===== src/pli_pkg.sv =====
// Purpose: Shared constants and types for the port LED indicator block.
// Assumes: One 50 MHz clock, nine switch ports, four active-low LEDs per port.
// Notes:   Times are kept in their own units; cycle counts derive from them.
// Contract
// - Mode 0, third LED shows collision.
// - Mode 1, third LED lit while transmitting.
// - Mode 2, third LED shows 10 Mb/s link/activity.
// - Mode 3, third LED duplex, collision flashes.
// - Mode 0, fourth LED link solid, traffic blinks.
// - Mode 1, fourth LED lit while receiving.
// - Mode 2, fourth LED shows 100 Mb/s link/activity.
// - Mode 3, fourth LED same as mode 0.
// - Strap sampled at reset selects LED mode; the code takes it once, on the fifth clock edge after reset release.
// - Modes 0 and 3, first LED shows speed.
// - Mode 1 first LED speed blink; mode 2 collision.
// - Modes 0-2 second LED duplex; mode 3 reserved.
package pli_pkg;

    // Number of switch ports served by the block.
    localparam int NUM_PORTS = 9;

    // Clock period and the base tick period, in nanoseconds.
    localparam int CLK_PERIOD_NS = 20;
    localparam int TICK_NS       = 1000000;
    // Cycles per base tick; above 4096, so the top exposes it as a parameter.
    localparam int TICK_CYCLES   = TICK_NS / CLK_PERIOD_NS;

    // Visible times in milliseconds, converted into counts of base ticks.
    localparam int STRETCH_MS    = 60;
    localparam int SLOW_HALF_MS  = 100;
    localparam int FAST_HALF_MS  = 40;
    localparam int STRETCH_TICKS = (STRETCH_MS * 1000000) / TICK_NS;
    localparam int SLOW_TICKS    = (SLOW_HALF_MS * 1000000) / TICK_NS;
    localparam int FAST_TICKS    = (FAST_HALF_MS * 1000000) / TICK_NS;

    // Cycles after reset release before the filtered strap is trusted.
    localparam int STRAP_SETTLE_CYC = 4;

    // Strap codes of the four operating LED modes.
    localparam logic [3:0] STRAP_MODE0 = 4'h0;
    localparam logic [3:0] STRAP_MODE1 = 4'h1;
    localparam logic [3:0] STRAP_MODE2 = 4'h2;
    localparam logic [3:0] STRAP_MODE3 = 4'h3;

    // Register byte offsets on the APB slave.
    localparam logic [7:0] REG_CTRL   = 8'h00;
    localparam logic [7:0] REG_STATUS = 8'h04;
    localparam logic [7:0] REG_LINK   = 8'h08;

    // Control register field positions and reset value.
    localparam int          CTRL_ENABLE_BIT = 0;
    localparam int          CTRL_LAMP_BIT   = 1;
    localparam logic [1:0]  CTRL_RESET      = 2'h1;

    // Status register field positions.
    localparam int STAT_STRAP_LSB  = 0;
    localparam int STAT_VALID_BIT  = 4;
    localparam int STAT_FACTORY_BIT = 5;

    // Decoded LED mode.
    typedef enum logic [2:0] {
        MODE_0,
        MODE_1,
        MODE_2,
        MODE_3,
        MODE_FACTORY
    } pli_mode_t;

    // Status of one port as supplied by the PHY and MAC logic.
    typedef struct packed {
        logic link;      // Link is up.
        logic speed100;  // Port runs at 100 Mb/s.
        logic full_dup;  // Port runs full duplex.
        logic col;       // Collision present.
        logic tx;        // Port is transmitting.
        logic rx;        // Port is receiving.
    } pli_port_stat_t;

    // Four active-low LED drives of one port, index 0 is the first LED.
    typedef logic [3:0] pli_led_t;

    // APB request from the master.
    typedef struct packed {
        logic        psel;
        logic        penable;
        logic        pwrite;
        logic [7:0]  paddr;
        logic [31:0] pwdata;
    } pli_apb_req_t;

    // APB answer from the slave.
    typedef struct packed {
        logic        pready;
        logic        pslverr;
        logic [31:0] prdata;
    } pli_apb_rsp_t;

endpackage


===== src/pli_led_top.sv =====
// Purpose: Per-port LED indicator logic with strap-selected LED modes.
// Assumes: Port status comes from logic on CLK_I; the strap is a board pin.
// Notes:   LEDs are active low; every top output is driven from a flop.
//
// Implementation choices: the placing of the registers and the APB register port.
`timescale 1ns/100ps
module pli_led_top #(
    parameter int NPORT       = pli_pkg::NUM_PORTS,
    parameter int TICK_CYCLES = pli_pkg::TICK_CYCLES
) (
    input  wire logic                   CLK_I,
    input  wire logic                   RST_I,
    input  wire logic [3:0]             LED_MODE_STRAP_I,
    input  wire pli_pkg::pli_port_stat_t PORT_STAT_I [NPORT],
    input  wire pli_pkg::pli_apb_req_t  APB_REQ_I,
    output pli_pkg::pli_apb_rsp_t       APB_RSP_O,
    output pli_pkg::pli_led_t           LED_N_O [NPORT]
);
    import pli_pkg::*;

    logic [3:0]       strap_filt;   // Strap after the synchroniser.
    logic [3:0]       strap_code;   // Strap captured once after reset.
    logic             strap_valid;  // Capture has been made.
    logic [2:0]       settle_cnt;   // Cycles since reset release.
    pli_mode_t        mode;         // Mode decoded from the captured strap.
    logic [31:0]      tick_div;     // Divider towards the base tick.
    logic             tick;         // One-cycle base tick enable.
    logic [7:0]       slow_cnt;     // Half-period counter, slow blink.
    logic [7:0]       fast_cnt;     // Half-period counter, fast blink.
    logic             slow_blink;   // Slow square wave.
    logic             fast_blink;   // Fast square wave.
    logic [1:0]       ctrl;         // Control register.
    logic [NPORT-1:0] link_vec;     // Link bits gathered for software.
    logic             apb_setup;    // Setup phase of an APB transfer.
    logic             apb_write;    // Completing write in the access phase.

    // Strap pin crosses in through three flops with agreement.
    pli_sync #(
        .WIDTH (4)
    ) u_strap_sync (
        .clk_i   (CLK_I),
        .rst_i   (RST_I),
        .async_i (LED_MODE_STRAP_I),
        .value_o (strap_filt)
    );

    // A strap that moves after the capture has no effect until the next reset.
    // Wait for the synchroniser to fill, then take the strap once.
    // The pin is not read under reset, so only constants load there.
    always_ff @(posedge CLK_I)
    begin
        if (RST_I)
        begin
            settle_cnt  <= 3'h0;
            strap_code  <= 4'h0;
            strap_valid <= 1'b0;
        end
        else if (!strap_valid)
        begin
            if (settle_cnt == 3'(STRAP_SETTLE_CYC))
            begin
                strap_code  <= strap_filt;
                strap_valid <= 1'b1;
            end
            else
                settle_cnt <= settle_cnt + 3'h1;
        end
    end

    // Decode the captured strap; codes from 0100 up are factory test.
    always_comb
    begin
        case (strap_code)
            STRAP_MODE0: mode = MODE_0;
            STRAP_MODE1: mode = MODE_1;
            STRAP_MODE2: mode = MODE_2;
            STRAP_MODE3: mode = MODE_3;
            default:     mode = MODE_FACTORY;
        endcase
    end

    // Base tick divider; one enable pulse every TICK_CYCLES clocks.
    // A wide counter lets the tick reach a millisecond at any sensible clock rate.
    always_ff @(posedge CLK_I)
    begin
        if (RST_I)
        begin
            tick_div <= 32'h0;
            tick     <= 1'b0;
        end
        else if (tick_div == 32'(TICK_CYCLES - 1))
        begin
            tick_div <= 32'h0;
            tick     <= 1'b1;
        end
        else
        begin
            tick_div <= tick_div + 32'h1;
            tick     <= 1'b0;
        end
    end

    // Slow blink square wave shared by all ports.
    // Both waves run free, so ports that blink together stay in step.
    always_ff @(posedge CLK_I)
    begin
        if (RST_I)
        begin
            slow_cnt   <= 8'h00;
            slow_blink <= 1'b0;
        end
        else if (tick)
        begin
            if (slow_cnt == 8'(SLOW_TICKS - 1))
            begin
                slow_cnt   <= 8'h00;
                slow_blink <= !slow_blink;
            end
            else
                slow_cnt <= slow_cnt + 8'h01;
        end
    end

    // Fast blink square wave shared by all ports.
    always_ff @(posedge CLK_I)
    begin
        if (RST_I)
        begin
            fast_cnt   <= 8'h00;
            fast_blink <= 1'b0;
        end
        else if (tick)
        begin
            if (fast_cnt == 8'(FAST_TICKS - 1))
            begin
                fast_cnt   <= 8'h00;
                fast_blink <= !fast_blink;
            end
            else
                fast_cnt <= fast_cnt + 8'h01;
        end
    end

    // Per-port stretchers and LED decode.
    // Each event has its own stretcher; sharing one would let receive
    // traffic keep the transmit indication lit.
    genvar p;
    generate
        for (p = 0; p < NPORT; p++)
        begin : g_port
            pli_port_stat_t st;      // This port's status.
            logic           act_s;   // Stretched transmit or receive.
            logic           tx_s;    // Stretched transmit.
            logic           rx_s;    // Stretched receive.
            logic           col_s;   // Stretched collision.
            logic           lnk_act; // Link solid, blinking on traffic.
            pli_led_t       next_on; // LEDs to light, active high.

            assign st          = PORT_STAT_I[p];
            assign link_vec[p] = st.link;

            pli_stretch #(.LEN (STRETCH_TICKS)) u_act (
                .clk_i    (CLK_I),
                .rst_i    (RST_I),
                .tick_i   (tick),
                .event_i  (st.tx || st.rx),
                .active_o (act_s)
            );
            pli_stretch #(.LEN (STRETCH_TICKS)) u_tx (
                .clk_i    (CLK_I),
                .rst_i    (RST_I),
                .tick_i   (tick),
                .event_i  (st.tx),
                .active_o (tx_s)
            );
            pli_stretch #(.LEN (STRETCH_TICKS)) u_rx (
                .clk_i    (CLK_I),
                .rst_i    (RST_I),
                .tick_i   (tick),
                .event_i  (st.rx),
                .active_o (rx_s)
            );
            pli_stretch #(.LEN (STRETCH_TICKS)) u_col (
                .clk_i    (CLK_I),
                .rst_i    (RST_I),
                .tick_i   (tick),
                .event_i  (st.col),
                .active_o (col_s)
            );

            // Solid with link, off without, blinking while traffic flows.
            assign lnk_act = st.link && (act_s ? fast_blink : 1'b1);

            // Choose what each LED means in the selected mode.
            always_comb
            begin
                next_on = 4'h0;
                case (mode)
                    MODE_0:
                    begin
                        next_on[0] = st.link && st.speed100;
                        next_on[1] = st.link && st.full_dup;
                        next_on[2] = col_s;
                        next_on[3] = lnk_act;
                    end
                    MODE_1:
                    begin
                        // Speed shown by blink rate while traffic flows.
                        next_on[0] = st.link && (!act_s ? 1'b1 :
                                     (st.speed100 ? fast_blink : slow_blink));
                        next_on[1] = st.link && st.full_dup;
                        next_on[2] = tx_s;
                        next_on[3] = rx_s;
                    end
                    MODE_2:
                    begin
                        next_on[0] = col_s;
                        next_on[1] = st.link && st.full_dup;
                        next_on[2] = st.link && !st.speed100 &&
                                     (act_s ? slow_blink : 1'b1);
                        next_on[3] = st.link && st.speed100 &&
                                     (act_s ? fast_blink : 1'b1);
                    end
                    MODE_3:
                    begin
                        next_on[0] = st.link && st.speed100;
                        next_on[1] = 1'b0;
                        // Full duplex holds it on; collisions flash it.
                        next_on[2] = (st.link && st.full_dup) ||
                                     (col_s && fast_blink);
                        next_on[3] = lnk_act;
                    end
                    default:
                        next_on = 4'h0; // Factory codes leave the LEDs dark.
                endcase
            end

            // Registered active-low drive; dark until the strap is taken.
            // The lamp test lights everything, useful for board bring-up.
            always_ff @(posedge CLK_I)
            begin
                if (RST_I)
                    LED_N_O[p] <= 4'hF;
                else if (ctrl[CTRL_LAMP_BIT])
                    LED_N_O[p] <= 4'h0;
                else if (!strap_valid || !ctrl[CTRL_ENABLE_BIT])
                    LED_N_O[p] <= 4'hF;
                else
                    LED_N_O[p] <= ~next_on;
            end
        end
    endgenerate

    // APB phase decode.
    assign apb_setup = APB_REQ_I.psel && !APB_REQ_I.penable;
    assign apb_write = APB_REQ_I.psel && APB_REQ_I.penable && APB_RSP_O.pready &&
                       APB_REQ_I.pwrite;

    // Control register; written only at the completing access edge.
    // Writes to the status and link words are dropped without an error.
    always_ff @(posedge CLK_I)
    begin
        if (RST_I)
            ctrl <= CTRL_RESET;
        else if (apb_write && APB_REQ_I.paddr == REG_CTRL)
            ctrl <= APB_REQ_I.pwdata[1:0];
    end

    // Answer prepared in the setup cycle so it leaves straight from flops.
    // This costs no wait state: pready is high during the first access cycle.
    always_ff @(posedge CLK_I)
    begin
        if (RST_I)
        begin
            APB_RSP_O <= '0;
        end
        else if (apb_setup)
        begin
            APB_RSP_O.pready  <= 1'b1;
            APB_RSP_O.pslverr <= 1'b0;
            APB_RSP_O.prdata  <= 32'h0;
            case (APB_REQ_I.paddr)
                REG_CTRL:
                    APB_RSP_O.prdata[1:0] <= ctrl;
                REG_STATUS:
                begin
                    APB_RSP_O.prdata[STAT_STRAP_LSB +: 4] <= strap_code;
                    APB_RSP_O.prdata[STAT_VALID_BIT]      <= strap_valid;
                    APB_RSP_O.prdata[STAT_FACTORY_BIT]    <= (mode == MODE_FACTORY);
                end
                REG_LINK:
                    APB_RSP_O.prdata[NPORT-1:0] <= link_vec;
                default:
                    APB_RSP_O.pslverr <= 1'b1; // Unmapped address.
            endcase
        end
        else
        begin
            APB_RSP_O.pready  <= 1'b0;
            APB_RSP_O.pslverr <= 1'b0;
        end
    end
endmodule


===== src/pli_sync.sv =====
// Purpose: Three-stage synchroniser with agreement filter for pin inputs.
// Assumes: Input is asynchronous to CLK_I.
// Notes:   The filtered value moves only when stages two and three agree.
`timescale 1ns/100ps
module pli_sync #(
    parameter int WIDTH = 4
) (
    input  wire logic             clk_i,
    input  wire logic             rst_i,
    input  wire logic [WIDTH-1:0] async_i,
    output logic      [WIDTH-1:0] value_o
);
    import pli_pkg::*;

    logic [WIDTH-1:0] meta;   // First stage, read only by the second.
    logic [WIDTH-1:0] stage2; // Second stage.
    logic [WIDTH-1:0] stage3; // Third stage.

    // Shift chain; the first flop may go metastable, so nothing else reads it.
    always_ff @(posedge clk_i)
    begin
        if (rst_i)
        begin
            meta   <= '0;
            stage2 <= '0;
            stage3 <= '0;
        end
        else
        begin
            meta   <= async_i;
            stage2 <= meta;
            stage3 <= stage2;
        end
    end

    // Accept a change only once two settled stages show the same value.
    always_ff @(posedge clk_i)
    begin
        if (rst_i)
            value_o <= '0;
        else if (stage2 == stage3)
            value_o <= stage3;
    end
endmodule


===== src/pli_stretch.sv =====
// Purpose: Pulse stretcher so short events stay visible on an LED.
// Assumes: tick_i is a one-cycle enable from a slow divider.
// Notes:   Output is high during the event and for LEN ticks after it.
`timescale 1ns/100ps
module pli_stretch #(
    parameter int LEN = 60
) (
    input  wire logic clk_i,
    input  wire logic rst_i,
    input  wire logic tick_i,
    input  wire logic event_i,
    output logic      active_o
);
    import pli_pkg::*;

    logic [7:0] remain; // Ticks of stretch still to run.

    // Reload on every event, count down on ticks; the reload wins over the count.
    always_ff @(posedge clk_i)
    begin
        if (rst_i)
            remain <= 8'h00;
        else if (event_i)
            remain <= 8'(LEN);
        else if (tick_i && remain != 8'h00)
            remain <= remain - 8'h01;
    end

    // Live event or remaining stretch keeps the indication on.
    assign active_o = event_i || (remain != 8'h00);
endmodule


===== config.mk =====
export PLATFORM = sky130hd
export DESIGN_NAME = pli_led_top
export DESIGN_NICKNAME = d
export VERILOG_FILES = /design/src/pli_pkg.sv /design/src/pli_led_top.sv /design/src/pli_sync.sv /design/src/pli_stretch.sv
export SDC_FILE = /design/constraint.sdc
export NUM_CORES = 1
export LEC_CHECK = 0
export ABC_AREA = 1
export BUFFER_PORTS_ARGS = -buffer_cell sky130_fd_sc_hd__buf_2
export CORE_AREA = 5 5 247 249
export DETAILED_ROUTE_END_ITERATION = 8
export DIE_AREA = 0 0 252 254
export HOLD_SLACK_MARGIN = 0.08
export SLEW_MARGIN = 40
export SYNTH_ARGS = -nofsm -noshare
export SYNTH_HDL_FRONTEND = slang
export SYNTH_HIERARCHICAL = 1
export SYNTH_SLANG_ARGS = --single-unit

===== constraint.sdc =====
create_clock -name CLK_I -period 12.4 [get_ports CLK_I]
set_input_delay 1.24 -clock CLK_I [delete_from_list [all_inputs] [get_ports CLK_I]]
set_output_delay 1.24 -clock CLK_I [all_outputs]
set_load 0.05 [all_outputs]

==> results of run 1 <==
logic make-up (layout without fill, tap and decap cells):
logic type      count (synthesis)  after routing  share of synthesized area
simple gates                 2540           2540                      0.441
buf+inv                       764            924                      0.115
flops                         412            412                      0.316
compound gates                350            350                     0.0732
fa+ha+maj                      73             73                     0.0350
xor+xnor                       59             59                     0.0198
other cells                     1             27                   0.000143
power by group through the flow:
stage | Sequential (mW) | Combinational, mW | Clock [mW]
after floorplan | 1.44 | 0.331 | 0
after global placement | 1.44 | 0.438 | 0
after detailed placement | 1.44 | 0.441 | 0
after CTS | 1.41 | 0.443 | 1.60
after global routing | 1.42 | 0.503 | 1.65
final | 1.41 | 0.440 | 1.55
layout make-up:
class,instances,area [sq um]
well taps,773,967
multi-input cells,3045,15000
inverters,710,2670
clock buffers,75,1530
clock inverters,14,224
flip-flops and latches,412,8250
repair buffers,125,663
diodes,4,10.0
fillers,6210,29200
cell usage after synthesis, types with 13 or more instances:
cell and n:
o21ai_0 85, nand3b_1 43, dfxtp_1 412, nand3_1 403
inv_1 645, inv_2 56, xor2_1 51, nor2_2 42
a21oi_1 219, nor2_1 433, nand2_2 39, nor3_1 44
ha_1 73, nand2_4 74, buf_4 26, nor2_4 15
or2_1 36, a21oi_2 36, buf_2 13, nand2_1 1334
nand4_1 49
through the flow:
step | worst slack [ps] | hold slack, ps | instances
floorplan | 5550 | 388 | 4221
global placement | 8990 | 405 | 5065
detailed placement | 8980 | 399 | 5065
CTS | 8980 | 409 | 5154
global route | 8840 | 430 | 5156
finish | 9170 | 406 | 5158
final timing paths:
check                                  startpoint  depth (start not counted)                                end  slack [ps]
setup / recovery                  tick$_SDFF_PP0_                          8           fast_cnt[7]$_SDFFE_PP0P_        9170
hold / removal    u_strap_sync/meta[3]$_SDFF_PP0_                          2  u_strap_sync/stage2[3]$_SDFF_PP0_         410
setup reg to reg                  tick$_SDFF_PP0_                          8           fast_cnt[7]$_SDFFE_PP0P_        9170
hold reg to reg   u_strap_sync/meta[3]$_SDFF_PP0_                          2  u_strap_sync/stage2[3]$_SDFF_PP0_         410
worst max-delay path: stages (launching register included):
cell	delay [ps]
dfxtp_4	870
buf_6	590
buf_12	620
nand2_1	140
nor2_1	230
nand4_1	170
o21ai_0	200
nand3_1	90
nor2_1	100
state kept, by name (all words and copies together) (netlist names), 2 cells and up:
register              flops
g_port.u_rx/remain       72
g_port.u_tx/remain       72
u_strap_sync/stage2       4
fast_cnt                  8
u_strap_sync/value_o      4
u_strap_sync/meta         4
strap_code                4
u_strap_sync/stage3       4
slow_cnt                  8
LED_N_O                  36
g_port.u_col/remain      72
g_port.u_act/remain      72
tick_div                 32
settle_cnt                3
APB_RSP_O                11
ctrl                      2
per-layer routing:
metal	wire [um]	part of all wire	global-route usage	vias to the layer above
met5	34	0.00053	0	-
met4	1490	0.023	0.0538	6
met3	3130	0.049	0.0362	92
li1	-	-	-	13200
met2	28400	0.44	0.324	334
met1	30700	0.48	0.259	10800
==> results.sh, run 1 <==
export IMPL_status="complete, no violations"
export IMPL_synthToLayoutAreaGrowth_pct=12.0
export IMPL_wirelength_um=63800
export IMPL_seq_power_share=0.416
export IMPL_synthFlopType="dfxtp_1"
export IMPL_port_buffers=119
export IMPL_dpl_instance_area_sq_mm=0.0275
export IMPL_grt_pass1_wl_um=106000
export IMPL_synth_async_reset_ratio=0
export IMPL_synth_top_area_cell="dfxtp_1"
export IMPL_syn_cell_area_sq_mm=0.0261
export IMPL_post_cts_repair_setup_buffers=0
export IMPL_synthTopCellsByArea="dfxtp_1, nand2_1, inv_1"
export IMPL_syn_avg_cell_area_sq_um=6.22
export IMPL_switching_share=0.273
export IMPL_clkSinkCount=412
export IMPL_worstSkewPairLatency_ps=590
export IMPL_max_freq_ghz=0.310
export IMPL_setup_tns_final_ps=0
export IMPL_grtUsageTotal=0.194
export IMPL_cts_resized=0
export IMPL_num_vias=24400
export IMPL_routabilityCongestion=0.871
export IMPL_finalPower_mw=3.40
export IMPL_grt_pass1_vias=22000
export IMPL_yosysWarnings=6
export IMPL_post_route_drc_count=0
export IMPL_fin_crit_sh=0.260
export IMPL_wl_per_cell_um=12.4
export IMPL_grt_ovfl_total=0
export IMPL_max_clock_path_buffers=3
export IMPL_critPathKind="flip-flop to flip-flop"
export IMPL_p_switching_uw=927
export IMPL_first_pass_iters=7
export IMPL_fin_crit_ps=3230
export IMPL_skew_ps=26.6
export IMPL_worst_pin_slew_ps=869
export IMPL_synth_top_area_share=0.316
export IMPL_cts_max_level=2
export IMPL_ys_seq_elements=412
export IMPL_leakage_nw=14.6
export IMPL_die_x_um=252
export IMPL_drt_iter0_markers=1371
export IMPL_dieHeight_um=254
export IMPL_fin_util=0.501
export IMPL_cp_end_kind="flip-flop"
export IMPL_grt_max_degree=152
export IMPL_clk_pin_slew_ps=60
export IMPL_core_area_sq_mm=0.0585
export IMPL_die_area_sq_mm=0.0640
export IMPL_synth_edff_count=0
export IMPL_start_kind="flip-flop"
export IMPL_final_area_sq_mm=0.0293
export IMPL_setup_viol=0
export IMPL_power_density_mw_per_mm2=116
export IMPL_crit_arrival_ps=3760
export IMPL_p_int_mw=2.47
export IMPL_synth_cell_types=39
export IMPL_layout_drive_gt1_share=0.113
export IMPL_yosysSeqAreaShare=0.316
export IMPL_hold_buffers=0
export IMPL_ctsRootBufferMaster="clkbuf_16"
export IMPL_placement_rows=89
export IMPL_start_util=0.447
export IMPL_final_cell_mix="nand2_1, inv_1, nor2_1, dfxtp_1, nand3_1"
export IMPL_crit_required_ps=12930
export IMPL_p_comb_frac=0.129
export IMPL_antenna_found_initial=8
export IMPL_cts_tree="yes"
export IMPL_fin_nets=4520
export IMPL_num_io_pins=173
export IMPL_final_max_slew_viol_count=0
export IMPL_hpwl_um=45900
export IMPL_critPathMaxFanout=151
export IMPL_rsz0062_at_grt="no"
export IMPL_clkPwrFrac=0.455
export IMPL_hold_violations=0
export IMPL_via_per_inst=4.74
export IMPL_syn_inst=4199
export IMPL_cts_buffers=50
export IMPL_ir_drop_v=0.0000922
export IMPL_layout_commonest_cell="nand2_1"
export IMPL_hold_path_class="flip-flop to flip-flop"
export IMPL_cap_violations=0
export IMPL_slew_headroom=0.420
export IMPL_postRouteAntennaNets=0
No activity file was read; power rests on OpenSTA's default activity.
==> run 2, diff against run 1 <==
- ABC_AREA: 1 -> 0
- CORE_AREA: 5 5 247 249 -> 5 5 231 233
- DIE_AREA: 0 0 252 254 -> 0 0 236 238
- clock period: 12.4 -> 3 ns (I/O delays scaled with it)
==> results.sh, run 2 <==
export IMPL_status="complete, no violations"
export IMPL_grt_ovfl_total=0
export IMPL_switching_share=0.251
export IMPL_synthToLayoutAreaGrowth_pct=15.9
export IMPL_grtUsageTotal=0.204
export IMPL_clkSinkCount=412
export IMPL_fin_crit_sh=0.805
export IMPL_cts_max_level=2
export IMPL_final_area_sq_mm=0.0262
export IMPL_reg2reg_depth=8
export IMPL_clk_pin_slew_ps=60
export IMPL_fin_util=0.514
export IMPL_hold_buffers=40
export IMPL_skew_ps=16.1
export IMPL_port_buffers=119
export IMPL_slowest_stage="or4b_1"
export IMPL_rsz0062_at_grt="no"
export IMPL_synth_cell_types=74
export IMPL_synthFlopType="dfxtp_1"
export IMPL_synth_top_area_share=0.365
export IMPL_leakage_nw=9.72
export IMPL_p_comb_frac=0.093
export IMPL_ys_seq_elements=412
export IMPL_seq_power_share=0.435
export IMPL_grt_pass1_vias=19600
export IMPL_placement_rows=83
export IMPL_die_area_sq_mm=0.0562
export IMPL_ys_top_cells_by_count="dfxtp_1, nand2_1, a21oi_1"
export IMPL_finalPower_mw=13.4
export IMPL_critPathLaunch="g_port[8].u_act/remain[0]$_SDFFE_PP0P_"
export IMPL_post_route_drc_count=0
export IMPL_dpl_instance_area_sq_mm=0.0241
export IMPL_post_cts_repair_setup_buffers=0
export IMPL_yosysSeqAreaShare=0.365
export IMPL_postRouteAntennaNets=0
export IMPL_cp_end_kind="flip-flop"
export IMPL_wirelength_um=60100
export IMPL_num_io_pins=173
export IMPL_layout_drive_gt1_share=0.155
export IMPL_cp_common_cell="a21oi_1"
export IMPL_hold_violations=0
export IMPL_num_vias=20700
export IMPL_clkPwrFrac=0.471
export IMPL_fin_crit_ps=2420
export IMPL_core_area_sq_mm=0.0510
export IMPL_cap_violations=0
export IMPL_synth_edff_count=0
export IMPL_slew_headroom=0.465
export IMPL_worstSkewPairLatency_ps=580
export IMPL_syn_cell_area_sq_mm=0.0226
export IMPL_yosysWarnings=6
export IMPL_max_freq_ghz=0.414
export IMPL_worst_pin_slew_ps=802
export IMPL_yosysMostFrequentCell="dfxtp_1"
export IMPL_stdcell_count=3436
export IMPL_antenna_found_initial=5
export IMPL_dieHeight_um=238
export IMPL_final_max_slew_viol_count=0
export IMPL_synth_async_reset_ratio=0
export IMPL_fin_nets=2895
export IMPL_syn_inst=2540
export IMPL_via_per_inst=6.04
export IMPL_hold_path_class="input port to flip-flop"
export IMPL_die_x_um=236
export IMPL_ir_drop_v=0.000418
export IMPL_cts_buffers=49
export IMPL_cts_resized=0
export IMPL_drt_iter0_markers=1423
export IMPL_setup_viol=0
export IMPL_max_clock_path_buffers=3
export IMPL_final_cell_mix="dfxtp_1, nand2_1, a21oi_1, inv_1, nor2_1"
export IMPL_synth_top_area_cell="dfxtp_1"
export IMPL_critPathMaxFanout=6
export IMPL_p_int_mw=10.1
export IMPL_r2r_start="g_port[8].u_act/remain[0]$_SDFFE_PP0P_"
export IMPL_cts_tree="yes"
export IMPL_critPathKind="flip-flop to flip-flop"
export IMPL_setup_tns_final_ps=0
export IMPL_layout_commonest_cell="dfxtp_1"
export IMPL_fillers=4713
export IMPL_crit_arrival_ps=2850
export IMPL_start_kind="flip-flop"
export IMPL_first_pass_iters=5
export IMPL_hpwl_um=42600
export IMPL_crit_path_max_incr_delay_ps=570
export IMPL_grt_max_degree=73
export IMPL_ctsRootBufferMaster="clkbuf_16"
export IMPL_endpoint="LED_N_O[0]$_SDFF_PP1_"
export IMPL_syn_avg_cell_area_sq_um=8.91
export IMPL_synthTopCellsByArea="dfxtp_1, ha_1, a21oi_1"
export IMPL_wl_per_cell_um=17.5
export IMPL_p_switching_mw=3.37
export IMPL_reg2reg_slack_ps=580
export IMPL_reg2reg_to="LED_N_O[0]$_SDFF_PP1_"
export IMPL_crit_required_ps=3430
export IMPL_dp_cells=3308
export IMPL_power_density_mw_per_mm2=513
export IMPL_grt_pass1_wl_um=98900
export IMPL_worstPathCellList="inv_1, ha_1, or4b_1, or3_1, nand2b_1, a21oi_1, o32ai_1, a21oi_1"
export IMPL_routabilityCongestion=0.829
export IMPL_start_util=0.444
==> run 2: per-stage QoR <==
| step | hold slack (ps) | setup WS, ps |
|---|---|---|
| floorplan | 369 | 263 |
| global placement | 420 | 663 |
| detailed placement | 425 | 649 |
| CTS | 81.7 | 636 |
| global route | 121 | 462 |
| finish | 116 | 584 |
==> run 2: worst min path at each step <==
stage / startpoint / to / slack [ps] / cells after the start
2_1_floorplan: RST_I / g_port[0].u_act/remain[2]$_SDFFE_PP0P_ / 370 / 1
3_3_place_gp: u_strap_sync/meta[0]$_SDFF_PP0_ / u_strap_sync/stage2[0]$_SDFF_PP0_ / 420 / 1
3_5_place_dp: u_strap_sync/meta[1]$_SDFF_PP0_ / u_strap_sync/stage2[1]$_SDFF_PP0_ / 420 / 1
4_1_cts: PORT_STAT_I[5] / APB_RSP_O[8]$_SDFFE_PP0P_ / 80 / 3
5_1_grt: PORT_STAT_I[11] / APB_RSP_O[7]$_SDFFE_PP0P_ / 120 / 3
6_report: PORT_STAT_I[15] / LED_N_O[9]$_SDFF_PP1_ / 120 / 4
==> run 2: kinds of logic after synthesis <==
logic type	Yosys count	synth area share
buffers and inverters	197	0.0374
other	1	0.000166
DFF	412	0.365
muxes	50	0.0221
and+or+nand+nor	1039	0.294
adders and majority gates	73	0.0404
AOI/OAI and AO/OA	734	0.228
xor gates and xnor gates	34	0.0132
==> run 2: power by group through the flow <==
stage	Sequential (mW)	Clock, mW	Combinational, mW
global route	5.88	6.76	1.38
CTS	5.84	6.52	1.25
detailed placement	5.96	0	1.20
finish	5.85	6.34	1.26
global placement	5.95	0	1.18
floorplan	5.96	0	0.809
==> run 2: worst max-delay path: cells and delay by family, from the launching register on <==
kind	cells	cell delay, ps
AND/OR/NAND/NOR	3	1150
adder cells (fa/ha/maj)	1	210
AO/OA/AOI/OAI	3	500
flip-flops	1	330
buffers and inverters	1	80
==> run 2: metal layers <==
| layer | up-vias | wire, um | track usage |
|---|---|---|---|
| met5 | - | 42 | 0 |
| met4 | 8 | 1380 | 0.0605 |
| met3 | 102 | 3510 | 0.0366 |
| met2 | 524 | 27300 | 0.330 |
| met1 | 9918 | 27900 | 0.281 |
| li1 | 10200 | - | - |
==> run 2: final cells by class <==
cell class                 count  area, sq um  share of cell area
multi-input combinational   1953        13600               0.520
inverter                     123          462              0.0176
clock inverter                20          295              0.0113
timing repair buffer         180         1290              0.0492
antenna                        1         2.50           0.0000955
sequential                   412         8250               0.315
clock buffer                  67         1440              0.0548
tap                          680          851              0.0325
==> run 3, diff against run 2 <==
- clock period: 3 -> 2.2 ns (I/O delays scaled with it)
==> results.sh, run 3 (synthesis results as in run 2) <==
export IMPL_final_max_slew_viol_count=0
export IMPL_slowest_stage="or4b_4"
export IMPL_cts_max_level=2
export IMPL_crit_arrival_ps=2550
export IMPL_cap_violations=0
export IMPL_final_area_sq_mm=0.0267
export IMPL_skew_ps=26.0
export IMPL_grt_pass1_vias=19800
export IMPL_cp_common_cell="a21oi_1"
export IMPL_worst_pin_slew_ps=799
export IMPL_ctsRootBufferMaster="clkbuf_16"
export IMPL_first_pass_iters=6
export IMPL_reg2reg_slack_ps=100
export IMPL_die_x_um=236
export IMPL_reg2reg_to="LED_N_O[0]$_SDFF_PP1_"
export IMPL_status="complete, no violations"
export IMPL_fin_crit_ps=2100
export IMPL_critPathKind="flip-flop to flip-flop"
export IMPL_antenna_found_initial=6
export IMPL_r2r_start="g_port[8].u_act/remain[0]$_SDFFE_PP0P_"
export IMPL_crit_path_max_incr_delay_ps=460
export IMPL_worstPathCellList="inv_1, ha_2, or4b_4, or3_4, nand3b_1, a21oi_1, o32ai_1, a21oi_1"
export IMPL_worstSkewPairLatency_ps=580
export IMPL_leakage_nw=9.98
export IMPL_grt_ovfl_total=0
export IMPL_slew_headroom=0.467
export IMPL_hold_path_class="input port to flip-flop"
export IMPL_post_route_drc_count=0
export IMPL_grtUsageTotal=0.208
export IMPL_dpl_instance_area_sq_mm=0.0243
export IMPL_min_from="APB_REQ_I[36]"
export IMPL_layout_commonest_cell="dfxtp_1"
export IMPL_fin_util=0.523
export IMPL_final_cell_mix="dfxtp_1, nand2_1, a21oi_1, inv_1, nor2_1"
export IMPL_setup_viol=0
export IMPL_timing_hold_ws_ps=108
export IMPL_grt_max_degree=76
export IMPL_hold_violations=0
export IMPL_placement_rows=83
export IMPL_postRouteAntennaNets=0
export IMPL_layout_drive_gt1_share=0.169
export IMPL_dieHeight_um=238
export IMPL_cp_end_kind="flip-flop"
export IMPL_die_area_sq_mm=0.0562
export IMPL_core_area_sq_mm=0.0510
export IMPL_cts_buffers=48
export IMPL_grt_pass1_wl_um=101000
export IMPL_num_vias=21000
export IMPL_synthToLayoutAreaGrowth_pct=17.8
export IMPL_num_io_pins=173
export IMPL_setup_tns_final_ps=0
export IMPL_start_util=0.444
export IMPL_clkSinkCount=412
export IMPL_hold_end="ctrl[1]$_SDFFE_PP0P_"
export IMPL_port_buffers=119
export IMPL_start_kind="flip-flop"
export IMPL_hpwl_um=43500
export IMPL_ir_drop_v=0.000449
export IMPL_fin_nets=2949
export IMPL_via_per_inst=6.02
export IMPL_routabilityCongestion=0.866
export IMPL_wirelength_um=61600
export IMPL_crit_required_ps=2650
export IMPL_wl_per_cell_um=17.6
export IMPL_max_freq_ghz=0.476
export IMPL_max_clock_path_buffers=3
export IMPL_fin_crit_sh=0.956
export IMPL_worstHoldPathCells=5
export IMPL_clk_pin_slew_ps=70
export IMPL_finalPower_mw=18.1
export IMPL_reg2reg_depth=8
export IMPL_power_density_mw_per_mm2=679
export IMPL_critPathMaxFanout=4
export IMPL_drt_iter0_markers=1423
export IMPL_cts_tree="yes"
[run 3: where the power goes]
group / internal, mW / switching [mW] / total [mW]
clock: 5.12 / 3.22 / 8.34
sequential: 7.71 / 0.271 / 7.98
combinational: 0.695 / 1.09 / 1.78
total: 13.5 / 4.58 / 18.1
[run 3: through the flow]
| stage | setup WS [ps] | std cells |
|---|---|---|
| 6_report | 97.7 | 3494 |
| 5_1_grt | -35.5 | 3493 |
| 4_1_cts | 13.4 | 3490 |
| 3_5_place_dp | 15.4 | 3344 |
| 3_3_place_gp | 44.6 | 3344 |
| 2_1_floorplan | 8.95 | 2562 |
[run 3: layout make-up]
type,instances,area (sq um)
fillers,4745,24300
inverters,123,462
diodes,4,10.0
well taps,680,851
clock buffers,71,1450
multi-input cells,1953,13700
flip-flops and latches,412,8260
clock inverters,16,209
repair buffers,235,1710
[run 3: worst max path at each step]
| stage | from | endpoint | slack [ps] | depth (start not counted) |
|---|---|---|---|---|
| CTS | g_port[8].u_tx/remain[0]$_SDFFE_PP0P_ | LED_N_O[2]$_SDFF_PP1_ | 10 | 8 |
| global route | g_port[1].u_col/remain[0]$_SDFFE_PP0P_ | LED_N_O[28]$_SDFF_PP1_ | -40 | 8 |
| global placement | g_port[8].u_tx/remain[0]$_SDFFE_PP0P_ | LED_N_O[2]$_SDFF_PP1_ | 40 | 8 |
| floorplan | tick$_SDFF_PP0_ | g_port[8].u_col/remain[7]$_SDFFE_PP0P_ | 9 | 3 |
| finish | g_port[8].u_act/remain[0]$_SDFFE_PP0P_ | LED_N_O[0]$_SDFF_PP1_ | 100 | 8 |
| detailed placement | g_port[8].u_tx/remain[0]$_SDFFE_PP0P_ | LED_N_O[2]$_SDFF_PP1_ | 20 | 8 |
[run 3: layer usage]
layer / GRT usage / routed length [um] / part of all wire
met5: 0 / 24 / 0.00039
met4: 0.0640 / 1580 / 0.026
met3: 0.0325 / 3270 / 0.053
met1: 0.292 / 29200 / 0.47
met2: 0.333 / 27500 / 0.45
[run 3: worst max-delay path: cells and delay by family, from the launching register on]
family,cells,cell delay [ps]
flip-flops,1,330
buffers and inverters,1,70
AND/OR/NAND/NOR,3,940
adder cells (fa/ha/maj),1,170
AO/OA/AOI/OAI,3,450
[run 3: repair_timing]
action                                  CTS  global route
hold endpoints to repair                235             0
hold buffers                             59             0
buffers inserted                          0             0
gates resized for setup                   0            17
endpoints found under the setup margin    0            10
